[src/common/gtpc_pkg.sv]
// gated timer pulse capture: shared constants
package gtpc_pkg;
  // register indices on the plain port (address in 8-bit units)
  localparam logic [3:0] ADDR_COUNT_LOW    = 4'h0;
  localparam logic [3:0] ADDR_COUNT_HIGH   = 4'h1;
  localparam logic [3:0] ADDR_GATE_CONTROL = 4'h2;
  localparam logic [3:0] ADDR_CONTROL      = 4'h3;
  localparam logic [3:0] ADDR_FLAGS        = 4'h4;
  localparam logic [3:0] ADDR_ENABLES      = 4'h5;
  localparam logic [3:0] ADDR_COMPARE_LOW  = 4'h6;
  localparam logic [3:0] ADDR_COMPARE_HIGH = 4'h7;
  // gate control fields
  localparam int GC_COUNT_EN  = 7;
  localparam int GC_POLARITY  = 6;
  localparam int GC_TOGGLE    = 5;
  localparam int GC_SPM       = 4;
  localparam int GC_ARM       = 3;
  localparam int GC_LEVEL     = 2;
  localparam int GC_SRC_HI    = 1;
  localparam int GC_SRC_LO    = 0;
  // control fields
  localparam int CT_CLK_HI    = 7;
  localparam int CT_CLK_LO    = 6;
  localparam int CT_ON        = 0;
  // flag and enable fields
  localparam int FL_OVERFLOW  = 1;
  localparam int FL_GATE      = 0;
  // compare unit mode code for special event trigger
  localparam logic [3:0] COMPARE_SPECIAL = 4'hB;
  // clock select codes
  localparam logic [1:0] CLK_INSTR  = 2'h0;
  localparam logic [1:0] CLK_SYSTEM = 2'h1;
  // gate source codes
  localparam logic [1:0] SRC_PIN    = 2'h0;
  localparam logic [1:0] SRC_PERIOD = 2'h1;
  localparam logic [1:0] SRC_COMP1  = 2'h2;
  // reset values and the top of the count range
  localparam logic [7:0]  RST_BYTE  = 8'h00;
  localparam logic [15:0] RST_COUNT = 16'h0000;
  localparam logic [15:0] COUNT_MAX = 16'hFFFF;
  // instruction clock is a quarter of the system clock
  localparam logic [1:0] INSTR_DIV_LAST = 2'h3;
endpackage

[src/hw/gtpc_timer.sv]
// gated timer pulse capture: 16-bit gated timer with single-pulse capture
`timescale 1ns/100ps
module gtpc_timer #(
  parameter int WIDTH = 16
) (
  // clock, reset, enable
  input  wire logic             ref_clk_in,
  input  wire logic             nrst_in,
  input  wire logic             clk_en_in,
  // register port
  input  wire logic [3:0]       addr_in,
  input  wire logic [7:0]       wdata_in,
  input  wire logic             wr_in,
  input  wire logic             rd_in,
  output logic      [7:0]       rdata_out,
  // gate sources and external count clock (asynchronous pins)
  input  wire logic             gate_input_pin_in,
  input  wire logic             comp1_in,
  input  wire logic             comp2_in,
  input  wire logic             ext_clk_in,
  // period timer match pulse (same clock)
  input  wire logic             period_match_in,
  // compare unit
  input  wire logic [3:0]       compare_mode_field_in,
  input  wire logic             compare_unit_two_in,
  input  wire logic             adc_enabled_in,
  // status outputs
  output logic                  overflow_irq_out,
  output logic                  gate_irq_out,
  output logic                  adc_start_out,
  output logic      [WIDTH-1:0] count_out
);

  typedef enum logic [1:0] {GTPC_IDLE, GTPC_ARMED, GTPC_CAPTURE} gtpc_pulse_e;

  // agreed levels of the four asynchronous pins
  logic [3:0] pin_raw, pin_agreed;
  logic       pin_lvl, c1_lvl, c2_lvl, ext_lvl;

  // registers
  logic [7:0]       gate_control, control, flags, enables;
  logic [WIDTH-1:0] count, compare_value;
  logic [7:0]       next_gate_control, next_control, next_flags, next_enables;
  logic [WIDTH-1:0] next_count, next_compare_value;
  logic             toggle_ff, next_toggle_ff;
  logic             src_prev, next_src_prev;
  logic             level_prev, next_level_prev;
  logic             pre_prev, next_pre_prev;
  logic             ext_prev, next_ext_prev;
  logic [1:0]       div, next_div;
  gtpc_pulse_e      pulse_st, next_pulse_st;
  logic [7:0]       next_rdata;
  logic             next_adc_start;

  // combinational helpers
  logic src_raw, src_gate, gate_lvl, tick, trig, wr_count;

  function automatic logic hit(input logic [3:0] a, input logic [3:0] ref_a);
    hit = wr_in && (a == ref_a);
  endfunction

  // one count step: running, on a tick, and inside the gate window if gated
  function automatic logic count_step(input logic on, input logic t,
                                      input logic gate_en, input logic win);
    count_step = on && t && (!gate_en || win);
  endfunction

  // pin order: gate pin, comparator 1, comparator 2, external count clock
  assign pin_raw = {ext_clk_in, comp2_in, comp1_in, gate_input_pin_in};

  for (genvar gi = 0; gi < 4; gi++) begin : g_sync
    logic [2:0] stage;
    logic       agreed;
    logic       next_agreed;
    // a level is taken only once the last two stages agree, so a
    // metastable first stage never reaches the gate logic
    always_comb begin
      next_agreed = (stage[1] == stage[2]) ? stage[2] : agreed;
    end

    always_ff @(posedge ref_clk_in or negedge nrst_in) begin
      if (!nrst_in) begin
        stage  <= 3'h0;
        agreed <= 1'b0;
      end else if (clk_en_in) begin
        stage  <= {stage[1:0], pin_raw[gi]};
        agreed <= next_agreed;
      end
    end

    assign pin_agreed[gi] = agreed;
  end

  assign pin_lvl = pin_agreed[0];
  assign c1_lvl  = pin_agreed[1];
  assign c2_lvl  = pin_agreed[2];
  assign ext_lvl = pin_agreed[3];

  // gate path: source select, toggle stage, single-pulse window
  always_comb begin
    case (gate_control[gtpc_pkg::GC_SRC_HI:gtpc_pkg::GC_SRC_LO])
      gtpc_pkg::SRC_PIN:    src_raw = pin_lvl;
      gtpc_pkg::SRC_PERIOD: src_raw = period_match_in;
      gtpc_pkg::SRC_COMP1:  src_raw = c1_lvl;
      default:              src_raw = c2_lvl;
    endcase
    // polarity applied so that "active" is high from here on
    src_gate = (src_raw == gate_control[gtpc_pkg::GC_POLARITY]);
    next_src_prev = src_gate;
    next_toggle_ff = toggle_ff;
    if (!gate_control[gtpc_pkg::GC_TOGGLE]) begin
      next_toggle_ff = 1'b0;
    end else if (src_gate && !src_prev) begin
      next_toggle_ff = !toggle_ff;
    end
    // toggled signal feeds single-pulse logic when both are on
    gate_lvl = gate_control[gtpc_pkg::GC_TOGGLE] ? toggle_ff : src_gate;
    // edge seen before the window, so a gate already high when armed waits
    next_pre_prev = gate_lvl;
    next_pulse_st = pulse_st;
    if (!gate_control[gtpc_pkg::GC_SPM] || !gate_control[gtpc_pkg::GC_ARM]) begin
      next_pulse_st = GTPC_IDLE;
    end else begin
      case (pulse_st)
        GTPC_IDLE:    next_pulse_st = GTPC_ARMED;
        GTPC_ARMED:   if (gate_lvl && !pre_prev) next_pulse_st = GTPC_CAPTURE;
        GTPC_CAPTURE: if (!gate_lvl) next_pulse_st = GTPC_IDLE;
        default:      next_pulse_st = GTPC_IDLE;
      endcase
    end
    // in single-pulse mode only the captured pulse is a gate window
    if (gate_control[gtpc_pkg::GC_SPM]) begin
      gate_lvl = gate_lvl && (next_pulse_st == GTPC_CAPTURE);
    end
    next_level_prev = gate_lvl;
  end

  // timer clock select, including a quarter-rate instruction tick
  always_comb begin
    next_div = div + 2'h1;
    next_ext_prev = ext_lvl;
    case (control[gtpc_pkg::CT_CLK_HI:gtpc_pkg::CT_CLK_LO])
      gtpc_pkg::CLK_INSTR:  tick = (div == gtpc_pkg::INSTR_DIV_LAST);
      gtpc_pkg::CLK_SYSTEM: tick = 1'b1;
      default:              tick = ext_lvl && !ext_prev;
    endcase
  end

  // registers, counter and flags
  always_comb begin
    next_gate_control  = gate_control;
    next_control       = control;
    next_flags         = flags;
    next_enables       = enables;
    next_count         = count;
    next_compare_value = compare_value;
    wr_count = hit(addr_in, gtpc_pkg::ADDR_COUNT_LOW) || hit(addr_in, gtpc_pkg::ADDR_COUNT_HIGH);
    trig = (compare_mode_field_in == gtpc_pkg::COMPARE_SPECIAL) && count == compare_value;
    next_adc_start = trig && compare_unit_two_in && adc_enabled_in;
    if (count_step(control[gtpc_pkg::CT_ON], tick,
                   gate_control[gtpc_pkg::GC_COUNT_EN], gate_lvl)) begin
      next_count = count + 16'h0001;
      // a trigger reset is not an overflow, even at the top of the range
      if (count == gtpc_pkg::COUNT_MAX && !trig) begin
        next_flags[gtpc_pkg::FL_OVERFLOW] = 1'b1;
      end
    end
    if (trig) begin
      next_count = gtpc_pkg::RST_COUNT;
    end
    if (hit(addr_in, gtpc_pkg::ADDR_COUNT_LOW)) begin
      next_count[7:0] = wdata_in;
    end
    if (hit(addr_in, gtpc_pkg::ADDR_COUNT_HIGH)) begin
      next_count[15:8] = wdata_in;
    end
    if (wr_count && !hit(addr_in, gtpc_pkg::ADDR_COUNT_HIGH)) begin
      next_count[15:8] = count[15:8];
    end
    if (wr_count && !hit(addr_in, gtpc_pkg::ADDR_COUNT_LOW)) begin
      next_count[7:0] = count[7:0];
    end
    if (hit(addr_in, gtpc_pkg::ADDR_GATE_CONTROL)) begin
      next_gate_control = wdata_in;
    end
    if (!next_gate_control[gtpc_pkg::GC_SPM]) begin
      next_gate_control[gtpc_pkg::GC_ARM] = 1'b0;
    end else if (pulse_st == GTPC_CAPTURE && next_pulse_st == GTPC_IDLE) begin
      next_gate_control[gtpc_pkg::GC_ARM] = 1'b0;
    end
    next_gate_control[gtpc_pkg::GC_LEVEL] = gate_lvl;
    if (hit(addr_in, gtpc_pkg::ADDR_CONTROL)) begin
      next_control = wdata_in;
    end
    if (hit(addr_in, gtpc_pkg::ADDR_ENABLES)) begin
      next_enables = wdata_in & 8'h03;
    end
    if (hit(addr_in, gtpc_pkg::ADDR_COMPARE_LOW)) begin
      next_compare_value[7:0] = wdata_in;
    end
    if (hit(addr_in, gtpc_pkg::ADDR_COMPARE_HIGH)) begin
      next_compare_value[15:8] = wdata_in;
    end
    // write-one-to-clear; a set in the same cycle wins
    if (hit(addr_in, gtpc_pkg::ADDR_FLAGS)) begin
      next_flags = next_flags & ~wdata_in;
      if (count_step(control[gtpc_pkg::CT_ON], tick,
                     gate_control[gtpc_pkg::GC_COUNT_EN], gate_lvl) &&
          count == gtpc_pkg::COUNT_MAX && !trig) begin
        next_flags[gtpc_pkg::FL_OVERFLOW] = 1'b1;
      end
    end
    if (level_prev && !gate_lvl) begin
      next_flags[gtpc_pkg::FL_GATE] = 1'b1;
    end
    next_flags[7:2] = 6'h00;
  end

  // read port: data stand one cycle after the strobe, zero otherwise
  always_comb begin
    next_rdata = gtpc_pkg::RST_BYTE;
    if (rd_in) begin
      case (addr_in)
        gtpc_pkg::ADDR_COUNT_LOW:    next_rdata = count[7:0];
        gtpc_pkg::ADDR_COUNT_HIGH:   next_rdata = count[15:8];
        gtpc_pkg::ADDR_GATE_CONTROL: next_rdata = gate_control;
        gtpc_pkg::ADDR_CONTROL:      next_rdata = control;
        gtpc_pkg::ADDR_FLAGS:        next_rdata = flags;
        gtpc_pkg::ADDR_ENABLES:      next_rdata = enables;
        gtpc_pkg::ADDR_COMPARE_LOW:  next_rdata = compare_value[7:0];
        gtpc_pkg::ADDR_COMPARE_HIGH: next_rdata = compare_value[15:8];
        default:                     next_rdata = gtpc_pkg::RST_BYTE;
      endcase
    end
  end

  // gate path state
  always_ff @(posedge ref_clk_in or negedge nrst_in) begin
    if (!nrst_in) begin
      toggle_ff  <= 1'b0;
      src_prev   <= 1'b0;
      level_prev <= 1'b0;
      pre_prev   <= 1'b0;
      pulse_st   <= GTPC_IDLE;
    end else if (clk_en_in) begin
      toggle_ff  <= next_toggle_ff;
      src_prev   <= next_src_prev;
      level_prev <= next_level_prev;
      pre_prev   <= next_pre_prev;
      pulse_st   <= next_pulse_st;
    end
  end

  // timer clock state; the divider runs free, so the first instruction
  // tick after switching on may come up to three cycles late
  always_ff @(posedge ref_clk_in or negedge nrst_in) begin
    if (!nrst_in) begin
      ext_prev <= 1'b0;
      div      <= 2'h0;
    end else if (clk_en_in) begin
      ext_prev <= next_ext_prev;
      div      <= next_div;
    end
  end

  // software-visible registers
  always_ff @(posedge ref_clk_in or negedge nrst_in) begin
    if (!nrst_in) begin
      gate_control  <= gtpc_pkg::RST_BYTE;
      control       <= gtpc_pkg::RST_BYTE;
      flags         <= gtpc_pkg::RST_BYTE;
      enables       <= gtpc_pkg::RST_BYTE;
      count         <= gtpc_pkg::RST_COUNT;
      compare_value <= gtpc_pkg::RST_COUNT;
    end else if (clk_en_in) begin
      gate_control  <= next_gate_control;
      control       <= next_control;
      flags         <= next_flags;
      enables       <= next_enables;
      count         <= next_count;
      compare_value <= next_compare_value;
    end
  end

  // outputs, each straight from a flip-flop
  always_ff @(posedge ref_clk_in or negedge nrst_in) begin
    if (!nrst_in) begin
      rdata_out        <= gtpc_pkg::RST_BYTE;
      adc_start_out    <= 1'b0;
      overflow_irq_out <= 1'b0;
      gate_irq_out     <= 1'b0;
      count_out        <= gtpc_pkg::RST_COUNT;
    end else if (clk_en_in) begin
      rdata_out        <= next_rdata;
      adc_start_out    <= next_adc_start;
      overflow_irq_out <= next_flags[gtpc_pkg::FL_OVERFLOW] &&
                          next_enables[gtpc_pkg::FL_OVERFLOW];
      gate_irq_out     <= next_flags[gtpc_pkg::FL_GATE] &&
                          next_enables[gtpc_pkg::FL_GATE];
      count_out        <= next_count;
    end
  end

endmodule

[config.mk]
export PLATFORM = sky130hd
export DESIGN_NAME = gtpc_timer
export DESIGN_NICKNAME = d
export VERILOG_FILES = /design/src/common/gtpc_pkg.sv /design/src/hw/gtpc_timer.sv
export SDC_FILE = /design/constraint.sdc
export NUM_CORES = 1
export LEC_CHECK = 0
export BUFFER_PORTS_ARGS = -buffer_cell sky130_fd_sc_hd__buf_2
export CORE_MARGIN = 2
export CORE_UTILIZATION = 50
export CTS_BUF_LIST = sky130_fd_sc_hd__clkbuf_2
export DETAILED_ROUTE_END_ITERATION = 10
export PLACE_DENSITY_LB_ADDON = 0.3
export SLEW_MARGIN = 15
export SYNTH_ARGS = -nofsm -noshare
export SYNTH_HDL_FRONTEND = slang
export SYNTH_SLANG_ARGS = --single-unit
[constraint.sdc]
create_clock -name ref_clk_in -period 2.1 [get_ports ref_clk_in]
set_clock_uncertainty 0.05 [all_clocks]
set_input_delay 0.21 -clock ref_clk_in [delete_from_list [all_inputs] [get_ports ref_clk_in]]
set_output_delay 0.21 -clock ref_clk_in [all_outputs]
set_load 0.005 [all_outputs]
==> results of run 1 <==
## state kept, by name (all words and copies together), names as in the netlist, 2 cells and up
signal and flops:
compare_value 16, count 16, g_sync.stage 12, control 8, gate_control 8, rdata_out 8
div 2, enables 2, flags 2, pulse_st 2
## final cells by class
type | count | area [µm²]
clock inverter | 7 | 85.08
multi-input combinational | 339 | 2613
clock buffer | 9 | 45.04
tap | 129 | 161.4
sequential | 87 | 2178
fill | 742 | 3035
timing repair buffer | 159 | 1135
inverter | 20 | 75.07
## timing repair
| action | 4_1_cts | 5_1_grt |
|---|---|---|
| pin swaps | 10 | 13 |
| resized for setup | 12 | 32 |
| hold buffers | 17 | 0 |
| hold endpoints to repair | 133 | 0 |
| buffers inserted | 4 | 5 |
| gates cloned | 0 | 0 |
| setup endpoints to repair | 19 | 21 |
## worst paths after layout
| kind | to | slack [ns] | depth (start not counted) |
|---|---|---|---|
| min reg2reg | c2_lvl | 0.48 | 2 |
| min | c2_lvl | 0.04 | 2 |
| min in group ref_clk_in | rdata_out[6] | 0.09 | 4 |
| max reg2reg | count[1] | -0.23 | 8 |
| max | count[1] | -0.23 | 8 |
| max in group asynchronous | count[4] | 1.34 | 3 |
## worst max-delay path: stages (launching register included)
cell and delay, ns:
dfrtp_1 0.48, xnor2_1 0.26, nand4_1 0.13, nor3_1 0.29
nand3_1 0.37, a31oi_4 0.30, buf_6 0.16, buf_4 0.12
a31oi_1 0.07
## layer usage
metal / routed length (µm) / global-route usage
met1: 6183 / 0.3891
met2: 6780 / 0.4372
met3: 1210 / 0.07387
met4: 673 / 0.1385
met5: 0 / 0
## logic make-up (layout without fill, tap and decap cells)
family,after synthesis,in the layout,share of synthesized area
AO/OA/AOI/OAI,97,97,0.1359
XOR/XNOR,18,18,0.03263
adder cells (fa/ha/maj),2,2,0.005178
buffers and inverters,55,195,0.04298
flip-flops,87,87,0.4505
multiplexers,73,73,0.1771
AND/OR/NAND/NOR,149,149,0.1556
## placed cells by master (no fill, tap or decap), types with 9 or more instances in the layout
cell           Yosys  final
a21oi_1           23     22
a31oi_1           11      9
buf_2              1     53
buf_4              0     83
clkbuf_2           0      9
dfrtp_1           87     86
dlygate4sd3_1      0     17
inv_1             20     19
mux2_2            50     50
mux2i_1           18     15
nand2_1           38     37
nand3_1           17     16
nand4_1           11     11
nor2_1            36     33
o21ai_0           11     10
o22ai_1           13     13
xnor2_1           12     12
## where the power goes
| part | leakage [nW] | switching [mW] | internal (mW) |
|---|---|---|---|
| registers | 1.11 | 0.243 | 1.96 |
| clock network | 0.0730 | 0.668 | 0.300 |
| logic | 1.59 | 0.724 | 0.786 |
==> qor.csv, run 1 <==
metric,value,unit
status,"complete, but fails checks",
failing checks,negative setup slack,
"Reg clk slew, reported paths",0.27,ns
Leak Pwr,2.779,nW
"area leader, netlist",dfrtp_1,
Unique masters post-synth,55,
Detailed Route Iter0 Violations,340,
port buffer count,54,
Crit. Startpoint,compare_value[15],
"Core Util, Final",0.6746,
Core Footprint,0.009328,mm²
crit path launch type,flip-flop,
final setup violation count,19,
Max-Cap Viols,0,
reg-to-reg startpoint,compare_value[15],
cts bufs inserted,9,
Vias,4531,
Die Ht,102.3,µm
post-route ant nets,0,
design area,0.006292,mm²
fmax,0.4301,GHz
Max Slew Vio Count,0,
Vias/cell,6.041,
Syn Area/Cell,10.05,µm²
CTS Root Buffer Type,clkbuf_2,
number of global-route vias before repair,4355,
Initial Util,0.5180,
Synth top area share,0.4505,
num ports,55,
measured slew at the worst slew-check pin,0.5679,ns
Clock Latency Late Sink,0.58,ns
synthesis-stage register bit count,87,
Post-DP HPWL,10.63,mm
Final period util,1.107,
gr ovfl total,0,
first-pass GRT wire length,22.68,mm
initial antenna violation count,0,
post-synthesis async set-or-reset flop share,1.000,
drt wl/cell,19.80,µm
CP max FO,7,
Final TNS setup,-2.789,ns
ANT cells,0,
total track usage,0.2887,
WHS,0.03981,ns
RSZ-0062 raised after global routing,true,
placed cells,708,
"Cell Area, Synth",0.004832,mm²
CTS max path bufs,2,
largest cells by area after synthesis,"dfrtp_1 (45%), mux2_2 (12%), mux2i_1 (3.7%)",
DR DRC count,0,
Num Clock Sinks,87,
layout cell share with drive strength beyond 1,0.3977,
routed wire length,14.85,mm
largest net degree at the start of global routing,39,
Area Growth Syn to Fin,30.22,%
commonest cells in the netlist,"dfrtp_1 (87), mux2_2 (50), nand2_1 (38)",
TritonRoute pass-1 iters,5,
die width,102.3,µm
fin worst setup slack,-0.2250,ns
Mapped Nets,511,
YS warnings,0,
hold crit path type,in2async,
die area,0.01047,mm²
pre-CTS setup slack,-0.3997,ns
final hold viol count,0,
H-tree levels,3,
TritonCTS clock tree,built,
post-layout minimum cycle time,2.325,ns
most frequent cell after synthesis,dfrtp_1,
"Seq/Total Area, Yosys",0.4505,
Worst setup EP type,flip-flop,
CP required,2.51,ns
"IR drop worst, VDD",566.5,µV
num rows,35,
Tot Pwr,4.680,mW
Setup CP Type,reg2reg,
dpl cell area,0.005739,mm²
Cells after Synth,481,
Post-Layout Cell Count,750,
Crit path arrival time,2.74,ns
predominant post-synthesis flop cell,dfrtp_1,
GPL Wtd Cong,0.9763,
PwrDens,743.8,mW/mm²
number of synthesized flops with an enable pin,0,
max_slew headroom,0.6165,
Layout Nets,646,
Note: power is estimated with default switching activity, not from simulation.
==> inputs of run 2 (changes only) <==
--- a/constraint.sdc
+++ b/constraint.sdc
@@ -3,3 +3,3 @@
 set_input_delay 0.21 -clock ref_clk_in [delete_from_list [all_inputs] [get_ports ref_clk_in]]
 set_output_delay 0.21 -clock ref_clk_in [all_outputs]
-set_load 0.005 [all_outputs]
+set_load 0.1 [all_outputs]
==> qor.csv, run 2 (synthesized netlist as in run 1, its figures left out) <==
metric,value,unit,change
status,"complete, but fails checks",,unchanged
failing checks,negative setup slack,,unchanged
Final period util,1.089,,was 1.107
CP top delay family,compound AO/OA/AOI/OAI gates,,was simple AND/OR/NAND/NOR gates
fmax,0.4371,GHz,was 0.4301 GHz
Detailed Route Iter0 Violations,281,,was 340
Post-DP HPWL,10.45,mm,was 10.63 mm
initial antenna violation count,0,,unchanged
port buffer count,54,,unchanged
measured slew at the worst slew-check pin,0.5751,ns,was 0.5679 ns
"commonest non-fill, non-tap cell in the layout",buf_4,,was dfrtp_1
max_slew headroom,0.6152,,was 0.6165
Crit path arrival time,2.71,ns,was 2.74 ns
total track usage,0.2890,,was 0.2887
routed wire length,14.61,mm,was 14.85 mm
gr ovfl total,0,,unchanged
Area Growth Syn to Fin,30.42,%,was 30.22%
crit path launch type,flip-flop,,unchanged
Layout Nets,633,,was 646
Max Slew Vio Count,0,,unchanged
post-route ant nets,0,,unchanged
crit path cell chain,or3b_1 -> a311oi_2 -> a31oi_4 -> or2_4 -> buf_4 -> o311ai_4 -> o211ai_1,,was xnor2_1 -> nand4_1 -> nor3_1 -> nand3_1 -> a31oi_4 -> buf_6 -> buf_4 -> a31oi_1
Initial Util,0.5180,,unchanged
Slowest cell on crit path,dfrtp_1,,unchanged
CP max FO,5,,was 7
Vias,4394,,was 4531
TritonRoute pass-1 iters,5,,unchanged
TritonCTS clock tree,built,,unchanged
CP required,2.52,ns,was 2.51 ns
final hold viol count,0,,unchanged
CTS max path bufs,2,,unchanged
final setup violation count,18,,was 19
WHS,0.03682,ns,was 0.03981 ns
Die Ht,102.3,µm,unchanged
Max-Cap Viols,0,,unchanged
layout cell share with drive strength beyond 1,0.4342,,was 0.3977
CTS Root Buffer Type,clkbuf_2,,unchanged
pre-CTS setup slack,-0.4208,ns,was -0.3997 ns
cts bufs inserted,9,,unchanged
FF-to-FF End,count[13],,was count[1]
Setup CP Type,reg2reg,,unchanged
first-pass GRT wire length,22.89,mm,was 22.68 mm
Clock Latency Late Sink,0.58,ns,about the same
fin worst setup slack,-0.1878,ns,was -0.2250 ns
biggest regs,"compare_value (16), count (16), g_sync.stage (12)",,unchanged
reg-to-reg startpoint,pulse_st[1],,was compare_value[15]
RSZ-0062 raised after global routing,true,,unchanged
"Reg clk slew, reported paths",0.28,ns,was 0.27 ns
post-layout minimum cycle time,2.288,ns,was 2.325 ns
number of global-route vias before repair,4336,,was 4355
num rows,35,,unchanged
"IR drop worst, VDD",493.3,µV,was 566.5 µV
Num Clock Sinks,87,,unchanged
Leak Pwr,2.706,nW,was 2.779 nW
H-tree levels,3,,unchanged
PwrDens,779.9,mW/mm²,was 743.8 mW/mm²
max incr delay on CP,0.43,ns,was 0.48 ns
Vias/cell,5.962,,was 6.041
"commonest cells after routing, fill and taps aside","buf_4 (73), dfrtp_1 (71), buf_2 (53)",,"was dfrtp_1 (86), buf_4 (83), buf_2 (53)"
die area,0.01047,mm²,unchanged
ANT cells,0,,unchanged
GPL Wtd Cong,0.9432,,was 0.9763
Core Footprint,0.009328,mm²,unchanged
hold crit path type,in2async,,unchanged
largest net degree at the start of global routing,55,,was 39
buffers plus inverters on the worst setup path,1,,was 2
num ports,55,,unchanged
die width,102.3,µm,unchanged
R2R cell count,7,,was 8
drt wl/cell,19.82,µm,was 19.80 µm
Worst setup EP type,flip-flop,,unchanged
r2r setup slk,-0.19,ns,was -0.23 ns
DR DRC count,0,,unchanged
Tot Pwr,4.915,mW,was 4.680 mW
[run 2: repair_timing]
item | in CTS | in global routing
gates resized for setup | 26 | 30
endpoints found under the hold margin | 119 | 0
buffers inserted | 3 | 4
setup endpoints to repair | 19 | 22
hold buffers | 15 | 0
pin swaps | 14 | 12
[run 2: cell type report]
| cell class | instances | area (µm²) |
|---|---|---|
| Clock buffer | 10 | 50.05 |
| Clock inverter | 6 | 51.30 |
| Fill cell | 755 | 3025 |
| Inverter | 20 | 75.07 |
| Multi-Input combinational cell | 339 | 2700 |
| Sequential cell | 87 | 2227 |
| Tap cell | 129 | 161.4 |
| Timing Repair Buffer | 146 | 1037 |
[run 2: worst reg2reg max path: stages (launching register included)]
cell      delay (ns)
dfrtp_1         0.43
or3b_1          0.39
a311oi_2        0.33
a31oi_4         0.17
or2_4           0.29
buf_4           0.16
o311ai_4        0.28
o211ai_1        0.12
[run 2: power by group]
| part | switching (mW) | leakage (nW) | internal (mW) |
|---|---|---|---|
| Clock | 0.636 | 0.0635 | 0.179 |
| Sequential | 0.286 | 1.09 | 1.98 |
| Combinational | 1.04 | 1.56 | 0.800 |
| Total | 1.96 | 2.71 | 2.96 |
[run 2: worst max path at each step]
stage                         start        end  slack (ns)  cells past startpoint
floorplan                  pre_prev  count[15]       -0.21                      8
global placement           pre_prev  count[15]       -0.35                      7
CTS                     pulse_st[1]   count[1]       -0.22                      8
finish                  pulse_st[1]  count[13]       -0.19                      7
global route        gate_control[0]   count[1]       -0.29                      8
detailed placement         pre_prev   count[6]       -0.42                      8
[run 2: through the flow]
stage / setup TNS [ns] / utilization / instances / instance area, µm²
6_report: -2.293 / 0.6757 / 737 / 6302
5_1_grt: -4.288 / 0.6757 / 737 / 6302
4_1_cts: -2.972 / 0.6590 / 735 / 6147
3_5_place_dp: -5.530 / 0.6182 / 701 / 5767
3_3_place_gp: -4.241 / 0.6182 / 701 / 5767
2_1_floorplan: -1.142 / - / 481 / 4976
[run 2: layer usage]
metal	track usage	wire, µm	vias to the layer above
met5	0	0	-
met4	0.1190	327	0
met3	0.03830	1056	29
met2	0.4443	6890	196
met1	0.4147	6334	2152
li1	-	-	2017
